===== src/logic/ifr_pkg.sv =====
// How it works
// - Functions come from eight direct terminals and from remote inputs.
// - Each terminal owns a selection code choosing its function.
// - Reset codes are 3,4,48,49,50,16,18,24 for terminals 0 to 7.
// - Code 0 leaves the terminal unused.
// - Codes 1 and 2 request continuous positive and negative motion.
// - Codes 3, 4, 5 request home, positioning, sequential positioning.
// - Codes 6 and 7 request jog positive and jog negative.
// - Codes 8 to 13 drive the six direct positioning requests in order.
// - Code 16 selects free-run.
// - Code 17 selects excitation control.
// - Code 18 selects stop.
// - Code 24 selects fault clear.
// - Code 25 selects position preset, 26 absolute error clear.
// - Code 27 selects setting-tool lock.
// - Codes 32 to 47 drive sixteen general signals in order.
// - Codes 48 to 53 drive data select bits, lowest first.
// - One function on several terminals is the OR of them.
// - Fault clear and error clear fire on the ON to OFF edge.
// - Position preset fires on the OFF to ON edge.
// - Unassigned excitation control and tool lock read constantly ON.
// - Those two, assigned on both sources, need both ON.
// - Per-terminal polarity; 0 normally open, 1 inverted; reset 0.
package ifr_pkg;
   localparam int N_TERM    = 8;
   localparam int N_FUNC    = 64;
   localparam int CODE_W    = 6;
   localparam logic [5:0] C_NONE    = 6'h00;
   localparam logic [5:0] C_CPOS    = 6'h01;
   localparam logic [5:0] C_CNEG    = 6'h02;
   localparam logic [5:0] C_HOME    = 6'h03;
   localparam logic [5:0] C_START   = 6'h04;
   localparam logic [5:0] C_SEQPOS  = 6'h05;
   localparam logic [5:0] C_JOGP    = 6'h06;
   localparam logic [5:0] C_JOGN    = 6'h07;
   localparam logic [5:0] C_DPOS0   = 6'h08;
   localparam logic [5:0] C_DPOS5   = 6'h0d;
   localparam logic [5:0] C_FREE    = 6'h10;
   localparam logic [5:0] C_EXC     = 6'h11;
   localparam logic [5:0] C_STOP    = 6'h12;
   localparam logic [5:0] C_FCLR    = 6'h18;
   localparam logic [5:0] C_PRESET  = 6'h19;
   localparam logic [5:0] C_ECLR    = 6'h1a;
   localparam logic [5:0] C_LOCK    = 6'h1b;
   localparam logic [5:0] C_GEN0    = 6'h20;
   localparam logic [5:0] C_GEN15   = 6'h2f;
   localparam logic [5:0] C_SEL0    = 6'h30;
   localparam logic [5:0] C_SEL5    = 6'h35;
   // Selection code reset values, terminal 0 in the low slot
   localparam logic [47:0] CODE_RST =
      {6'h18, 6'h12, 6'h10, 6'h32, 6'h31, 6'h30, 6'h04, 6'h03};
   localparam logic [7:0]  POL_RST  = 8'h00;

   typedef struct packed {
      logic       cont_pos;
      logic       cont_neg;
      logic       home;
      logic       position;
      logic       seq_position;
      logic       jog_pos;
      logic       jog_neg;
      logic [5:0] direct_pos;
      logic       free_run;
      logic       excitation;
      logic       stop;
      logic       fault_clear;
      logic       position_preset;
      logic       abs_err_clear;
      logic       tool_lock;
      logic [15:0] general;
      logic [5:0] op_data_select;
   } ifr_func_t;

   typedef struct packed {
      logic [47:0] code;
      logic [7:0]  pol;
   } ifr_cfg_t;
endpackage : ifr_pkg


===== src/logic/ifr_decode.sv =====
`timescale 1ns/1ps
`default_nettype none
module ifr_decode (
   input  wire logic [47:0]  codes,     // Eight 6-bit selection codes
   input  wire logic [7:0]   levels,    // Polarity-corrected terminal levels
   output logic      [63:0]  func_or,   // OR of terminals per code
   output logic      [63:0]  func_used  // Code assigned to some terminal
);
   always_comb begin
      func_or   = '0;
      func_used = '0;
      for (int t = 0; t < ifr_pkg::N_TERM; t++) begin
         func_used[codes[t*6 +: 6]] = 1'b1;
         if (levels[t]) begin
            func_or[codes[t*6 +: 6]] = 1'b1;
         end
      end
      func_or[0]   = 1'b0;
      func_used[0] = 1'b0;
   end
endmodule : ifr_decode
`default_nettype wire


===== src/logic/ifr_router.sv =====
`timescale 1ns/1ps
`default_nettype none
module ifr_router (
   input  wire logic             sys_clk,      // 250 MHz clock
   input  wire logic             rst,          // Synchronous reset, high
   input  wire logic [7:0]       input_connector, // Terminal pins 0..7
   input  wire logic             cfg_we,       // Write one selection code
   input  wire logic [2:0]       cfg_term,     // Terminal being written
   input  wire logic [5:0]       cfg_code,     // New selection code
   input  wire logic             cfg_pol,      // New polarity, 1 inverts
   input  wire ifr_pkg::ifr_func_t remote_in,  // Remote functions
   input  wire logic             remote_exc_used,  // Remote assigns exc.
   input  wire logic             remote_lock_used, // Remote assigns lock
   output ifr_pkg::ifr_func_t    func_out,     // Combined functions
   output logic [47:0]           code_rd,      // Current selection codes
   output logic [7:0]            pol_rd        // Current polarities
);
   typedef struct packed {
      logic [7:0]         s1;
      logic [7:0]         s2;
      ifr_pkg::ifr_cfg_t  cfg;
      logic               eclr_prev;
      logic               fclr_prev;
      logic               pre_prev;
      ifr_pkg::ifr_func_t out;
   } ifr_state_t;

   ifr_state_t st_q;
   ifr_state_t st_d;
   logic [63:0] f_or;
   logic [63:0] f_used;

   ifr_decode u_dec (
      .codes     (st_q.cfg.code),
      .levels    (st_q.s2 ^ st_q.cfg.pol),
      .func_or   (f_or),
      .func_used (f_used)
   );

   // Codes outside the table simply land on unread slots
   function automatic logic pick(input logic [63:0] v,
                                 input logic [5:0] c);
      return v[c];
   endfunction : pick

   always_comb begin
      logic fclr_lvl;
      logic eclr_lvl;
      logic pre_lvl;
      logic exc_d;
      logic exc_r;
      logic lk_d;
      logic lk_r;
      fclr_lvl = 1'b0;
      eclr_lvl = 1'b0;
      pre_lvl  = 1'b0;
      exc_d    = 1'b0;
      exc_r    = 1'b0;
      lk_d     = 1'b0;
      lk_r     = 1'b0;
      st_d     = st_q;
      st_d.s1  = input_connector;
      st_d.s2  = st_q.s1;
      if (cfg_we) begin
         st_d.cfg.code[cfg_term*6 +: 6] = cfg_code;
         st_d.cfg.pol[cfg_term]         = cfg_pol;
      end
      // Direct OR remote for level functions
      st_d.out.cont_pos = pick(f_or, ifr_pkg::C_CPOS)
                          | remote_in.cont_pos;
      st_d.out.cont_neg = pick(f_or, ifr_pkg::C_CNEG)
                          | remote_in.cont_neg;
      st_d.out.home = pick(f_or, ifr_pkg::C_HOME)
                      | remote_in.home;
      st_d.out.position = pick(f_or, ifr_pkg::C_START)
                          | remote_in.position;
      st_d.out.seq_position = pick(f_or, ifr_pkg::C_SEQPOS)
                              | remote_in.seq_position;
      st_d.out.jog_pos = pick(f_or, ifr_pkg::C_JOGP)
                         | remote_in.jog_pos;
      st_d.out.jog_neg = pick(f_or, ifr_pkg::C_JOGN)
                         | remote_in.jog_neg;
      st_d.out.direct_pos = f_or[13:8] | remote_in.direct_pos;
      st_d.out.free_run = pick(f_or, ifr_pkg::C_FREE)
                          | remote_in.free_run;
      st_d.out.stop = pick(f_or, ifr_pkg::C_STOP)
                      | remote_in.stop;
      st_d.out.general = f_or[47:32] | remote_in.general;
      st_d.out.op_data_select = f_or[53:48]
                                | remote_in.op_data_select;
      // Excitation and tool lock: ON when unassigned, AND across sources
      exc_d = pick(f_used, ifr_pkg::C_EXC)
              ? pick(f_or, ifr_pkg::C_EXC) : 1'b1;
      exc_r = remote_exc_used ? remote_in.excitation : 1'b1;
      st_d.out.excitation = exc_d & exc_r;
      lk_d = pick(f_used, ifr_pkg::C_LOCK)
             ? pick(f_or, ifr_pkg::C_LOCK) : 1'b1;
      lk_r = remote_lock_used ? remote_in.tool_lock : 1'b1;
      st_d.out.tool_lock = lk_d & lk_r;
      // Edge-executed functions give one-cycle pulses
      fclr_lvl = pick(f_or, ifr_pkg::C_FCLR) | remote_in.fault_clear;
      eclr_lvl = pick(f_or, ifr_pkg::C_ECLR) | remote_in.abs_err_clear;
      pre_lvl  = pick(f_or, ifr_pkg::C_PRESET)
                 | remote_in.position_preset;
      st_d.fclr_prev = fclr_lvl;
      st_d.eclr_prev = eclr_lvl;
      st_d.pre_prev  = pre_lvl;
      st_d.out.fault_clear = st_q.fclr_prev & ~fclr_lvl;
      st_d.out.abs_err_clear = st_q.eclr_prev & ~eclr_lvl;
      st_d.out.position_preset = ~st_q.pre_prev & pre_lvl;
   end

   always_ff @(posedge sys_clk) begin
      if (rst) begin
         st_q          <= '0;
         st_q.cfg.code <= ifr_pkg::CODE_RST;
         st_q.cfg.pol  <= ifr_pkg::POL_RST;
      end else begin
         st_q <= st_d;
      end
   end

   assign func_out = st_q.out;
   assign code_rd  = st_q.cfg.code;
   assign pol_rd   = st_q.cfg.pol;
endmodule : ifr_router
`default_nettype wire


===== config.mk =====
export PLATFORM = sky130hd
export DESIGN_NAME = ifr_router
export DESIGN_NICKNAME = d
export VERILOG_FILES = /design/src/logic/ifr_pkg.sv /design/src/logic/ifr_decode.sv /design/src/logic/ifr_router.sv
export SDC_FILE = /design/constraint.sdc
export NUM_CORES = 1
export LEC_CHECK = 0
export ABC_AREA = 1
export BUFFER_PORTS_ARGS = -buffer_cell sky130_fd_sc_hd__buf_4
export CORE_ASPECT_RATIO = 0.5
export CORE_MARGIN = 5
export CORE_UTILIZATION = 25
export DETAILED_ROUTE_END_ITERATION = 10
export GPL_TIMING_DRIVEN = 0
export MAX_ROUTING_LAYER = met4
export PLACE_DENSITY = 0.48
export SLEW_MARGIN = 10
export SYNTH_ARGS = -nofsm -noshare
export SYNTH_HDL_FRONTEND = slang
export SYNTH_SLANG_ARGS = --single-unit

===== constraint.sdc =====
create_clock -name sys_clk -period 3.1 [get_ports sys_clk]
set_input_delay 0.155 -clock sys_clk [delete_from_list [all_inputs] [get_ports sys_clk]]
set_output_delay 0.155 -clock sys_clk [all_outputs]
set_load 0.05 [all_outputs]

# == Yosys cells after proc, flatten, opt, wreduce, memory -nomap -nowiden ==
# Index checks and enable logic that the tools add are counted.
# W data, S select, Z words.
# totals
regBits,117
input_bits,65
output_inout_bits,98
word_cells,125
# op_classes
add_sub_neg,1
n_mul,1
n_lt_le_gt_ge,18
shifts,2
n_mux,32
n_bitwise,38
n_reduce_logical,9
# op_table
cell,n
$mux W54,8
$or A54 B54 Y54,7
$or A28 B28 Y28,7
$lt A6 B7 Y1 const B,8
$bwmux W48,1
$demux W1 S6,8
$ge A6 B1 Y1 const B,8
$shift A6 B34 Y48 const A,1
$shiftx A6 B34 Y48,1
$neg A6 Y34,1
$or A16 B16 Y16,1
$mux W1,13
$or A1 B1 Y1,12
$or A6 B6 Y6,2
$logic_and A1 B1 Y1,9
$bwmux W8,1
$xor A8 B8 Y8,1
$and A1 B1 Y1,5
$mul A3 B2 Y5 const B,1
$lt A3 B4 Y1 const B,1
$demux W1 S3,1
$ge A3 B1 Y1 const B,1
$not A1 Y1,3

# == Depth between registers and ports, before layout ==
# depth
ltp_word,22
mapped_depth,18
ltp_nobuf,17

# == Modules after synthesis ==
# A second synthesis with hierarchy kept.
# hier_totals
hier_cells,2873
hier_area_um2,14427.6
# by_module_without_submodules
module,instances,cells_per_inst,area_each_um2,seq_area_each_um2
ifr_decode,1,2108,8684.6,0.0
ifr_router,1,765,5743.0,2342.2

# == Worst setup path after synthesis ==
# No wires, ideal clock.
# synth_path
path_kind,input to register
from,in cfg_term[0]
to,"reg st_q, in the netlist code_rd[2]"
setup_ps,119
t_arrival_ps,2479
required_time_ps,2981
slack_ps,502
cell_stages,15
path_buffers,1
path_cell_list,ha_1 -> fa_1 -> inv_1 -> nand2_1 -> nor2_1 -> ha_1 -> buf_2 -> inv_2 -> nand2_1 -> nor3_1 -> nand2_1 -> nand2_1 -> nand2_1 -> o21ai_0 -> a21oi_1
# synth_between
elab_chain_len,4
elab_cells_between_ends,5
cone_classes,1 x add/sub; 1 x mul; 2 x shift; 1 x mux
# synth_lines
item,line_no,rtl
"start, declared",ifr_router.sv:8,"input wire logic [2:0] cfg_term,"
$mul A3 B2 Y5 *,ifr_router.sv:65,st_d.cfg.code[cfg_term*6 +: 6] = cfg_code;
$neg A6 Y34 *,ifr_router.sv:65,
$shiftx A6 B34 Y48 / $shift A6 B34 Y48 (equally long branches),ifr_router.sv:65,
$bwmux W48 *,ifr_router.sv:65,
"end signal, assigned",ifr_router.sv:119,st_q <= st_d;
"end, declared",ifr_router.sv:28,ifr_state_t st_q;
# Every way passes the cells marked *; elsewhere a longest branch is shown, timed or not.
# A chain may end at the register's enable or synchronous reset.

# == Final worst setup path ==
# layout_path
from,"reg st_q, in the netlist pol_rd[2]"
to,"reg st_q, in the netlist func_out[39]"
# layout_between
elab_chain_len,13
# layout_lines
item,line_no,rtl
$xor A8 B8 Y8 *,ifr_router.sv:35,".levels (st_q.s2 ^ st_q.cfg.pol),"
$mux W54 *,ifr_decode.sv:14,if (levels[t]) begin
$or A54 B54 Y54 (no line),-,
$mux W54 *,ifr_decode.sv:14,
$or A54 B54 Y54 (no line),-,
$mux W54 *,ifr_decode.sv:14,
$or A54 B54 Y54 (no line),-,
$mux W54 *,ifr_decode.sv:14,
$or A54 B54 Y54 (no line),-,
$mux W54 *,ifr_decode.sv:14,
$or A54 B54 Y54 (no line),-,
$mux W54 *,ifr_decode.sv:14,
$or A1 B1 Y1 *,ifr_router.sv:74,| remote_in.home;
# Marked as above.

==> run metrics <==
outcome complete, no violations; number of synthesized register bits 117; ys async rst share 0; Overall Power between 5 and 6 mW; Pleak roughly 5.2 nW; top cell type's share of synthesized area 0.269; Final Worst Setup Slack 215 ps; number of port buffers 160; drt total wl 47800 um; Fin. Hold Viols 0; Tmin final 2880 ps; Final #Nets 1669; setup bufs post-CTS 0; top post-synthesis cells by area dfxtp_1 27%, nand2_1 10%, buf_4 8.4%; first-pass GRT wire length 67300 um; pre-CTS setup slack -30.2 ps; die area 0.0390 mm^2; fmax around 350 MHz; overall routing resource usage 0.245; Max Slew Vio Count 0; worst-margin pin slew 1240 ps; routability congestion estimate between 1 and 1.5; # DRC 0; required time worst endpoint ~3400 ps; Ports 163; WL met3 4580 um; Chip Height roughly 140 um; Routed Antenna Nets 0; clk slew on worst S/H paths 60 ps; Rows 48; crit path kind flop to flop; grt total ovfl 0; Max Cap Viol 0; Avg Synthesized Cell Area 6.24 um^2; ys flop type dfxtp_1; Post-Route Skew 22.5 ps; Post-synth top cells 237 x nand2_1, 191 x inv_1, 160 x nor2_1, 117 x dfxtp_1, 110 x nand3_1; final-report setup violation count 0; initial antenna violation count 0; CTS Buffer Depth 2; Final Non-Filler Cells ~2100; Setup crit start kind flop; r2r setup slk 220 ps; worst hold endpoint func_out[38]; Worst Path Max Fanout 10; Diodes inserted 0; RSZ-0062 raised after global routing false; Vias/cell 5.17; Worst Setup End Kind flop; vias in the first global route 9872; met2 WL post-DR 19800 um; VDD IR-drop max 415 uV; Mapped Nets 1472; hold_ws 29.5 ps; Max-slew headroom 0.171; hold wc startpoint remote_in[38]; Critical Path AT ~3200 ps; sequential share of the synthesized area 0.269; largest net degree at the start of global routing 17; R2R depth 5; root buffer cell clkbuf_16; CTS tree done; synth warn 0; CTS Sinks 117; Core ar. 0.0345 mm^2; Mapped Cells 1397; Yosys cell types between 40 and 50; WL met1 21700 um; Reg2Reg Capture Point func_out[39]; total CTS buffers 17; worst r2r src pol_rd[2]; share of cells above drive strength 1 0.212; worst skew pair latency 460 ps; Starting Density 0.253; Finished Core Util 0.329; Synth-to-Final Area Change 30.0%; final cycle utilization of the critical path 0.931; placed cell count 2032; number of flops mapped to enable cells by yosys 0; DR top layer met4; Post-Syn Area 0.00872 mm^2; initial DRC count 1427; Die X 274 um; top-count cell post-synth nand2_1; H-tree levels 4; TritonRoute pass-1 iters 6; hold path depth 3; total number of vias around 11000; DP Wirelength roughly 40000 um; PwrDens 456 mW/mm^2; hold crit path type input port to flop; area leader, netlist dfxtp_1; WL per Instance 22.9 um
==> what timing repair did <==
action,CTS,global route
hold buffers,18,0
gates resized for setup,0,0
endpoints found under the setup margin,0,0
hold endpoints to repair,18,0
==> area by class of cell <==
| class | count | area (um^2) |
|---|---|---|
| buffer | 129 | 870 |
| timing repair buffer | 178 | 1380 |
| fill | 3949 | 23100 |
| clock buffer | 19 | 433 |
| multi-input combinational | 942 | 4730 |
| tap | 475 | 594 |
| clock inverter | 13 | 198 |
| inverter | 209 | 790 |
| sequential | 117 | 2340 |
==> worst max-delay path: stages, from the launching register on <==
cell and delay [ps]:
dfxtp_1 400, xor2_1 980, nand4_1 680, o22ai_1 340, nor2_1 90, a21oi_1 260
==> cells in the final DEF, fill, tap and decap left out, types with 4 or more instances in the layout <==
| cell type | count |
|---|---|
| clkbuf_1 | 20 |
| nor4_1 | 8 |
| clkinv_1 | 4 |
| clkbuf_16 | 17 |
| buf_4 | 258 |
| ha_1 | 9 |
| o22ai_1 | 59 |
| dlygate4sd3_1 | 18 |
| nand2_2 | 4 |
| nor2_2 | 4 |
| dfxtp_1 | 117 |
| xnor2_1 | 5 |
| nand2_1 | 237 |
| buf_1 | 4 |
| nor3_1 | 74 |
| a31oi_1 | 8 |
| or2_2 | 4 |
| inv_2 | 12 |
| o21ai_1 | 6 |
| o211ai_1 | 5 |
| nor2_1 | 160 |
| nor2_4 | 4 |
| bufinv_16 | 4 |
| o2111ai_1 | 10 |
| a211oi_1 | 11 |
| o221ai_1 | 5 |
| nand4_1 | 15 |
| inv_1 | 191 |
| buf_2 | 8 |
| o21ai_0 | 69 |
| nand3_1 | 110 |
| a21oi_1 | 95 |
| a22oi_1 | 10 |
| xor2_1 | 6 |
==> flip-flops by register name (all words and copies together) (netlist names) <==
name and flops:
st_d 8, pol_rd 8, code_rd 48, st_q 11, func_out 42
==> where the power goes <==
| part | total (mW) | switching, mW | internal, mW |
|---|---|---|---|
| logic | 1.35 | 0.939 | 0.415 |
| registers | 1.67 | 0.0855 | 1.59 |
| clock network | 2.15 | 0.794 | 1.36 |
==> routing by layer <==
metal | GRT usage | vias up
met5 | - | -
met4 | 0.0833 | 0
met3 | 0.0430 | 111
met2 | 0.349 | 617
met1 | 0.348 | 5082
li1 | - | 4960
==> worst max path at each step <==
stage	to	slack [ps]	cells after the start	startpoint
after floorplan	code_rd[2]	500	15	cfg_term[0]
after global placement	code_rd[3]	-90	16	cfg_term[0]
after detailed placement	code_rd[3]	-30	16	cfg_term[0]
after CTS	code_rd[3]	450	16	cfg_term[0]
after global routing	code_rd[2]	140	18	cfg_term[0]
final	func_out[39]	220	5	pol_rd[2]
==> cell families (layout without fill, tap and decap cells) <==
kind of cell | after synthesis | in the layout | share of synthesized area
and+or+nand+nor | 632 | 632 | 0.321
buffers and inverters | 338 | 548 | 0.190
AOI/OAI and AO/OA | 288 | 288 | 0.193
DFF | 117 | 117 | 0.269
xor gates and xnor gates | 12 | 12 | 0.0120
adders and majority gates | 10 | 10 | 0.0152
==> per-stage QoR <==
stage	setup TNS [ps]	cell area, um^2
after floorplan	0	8720
after global placement	-99.9	10500
after detailed placement	-33.9	10500
after CTS	0	11300
after global routing	0	11300
final	0	11300
Note: power is estimated with default switching activity, not from simulation.
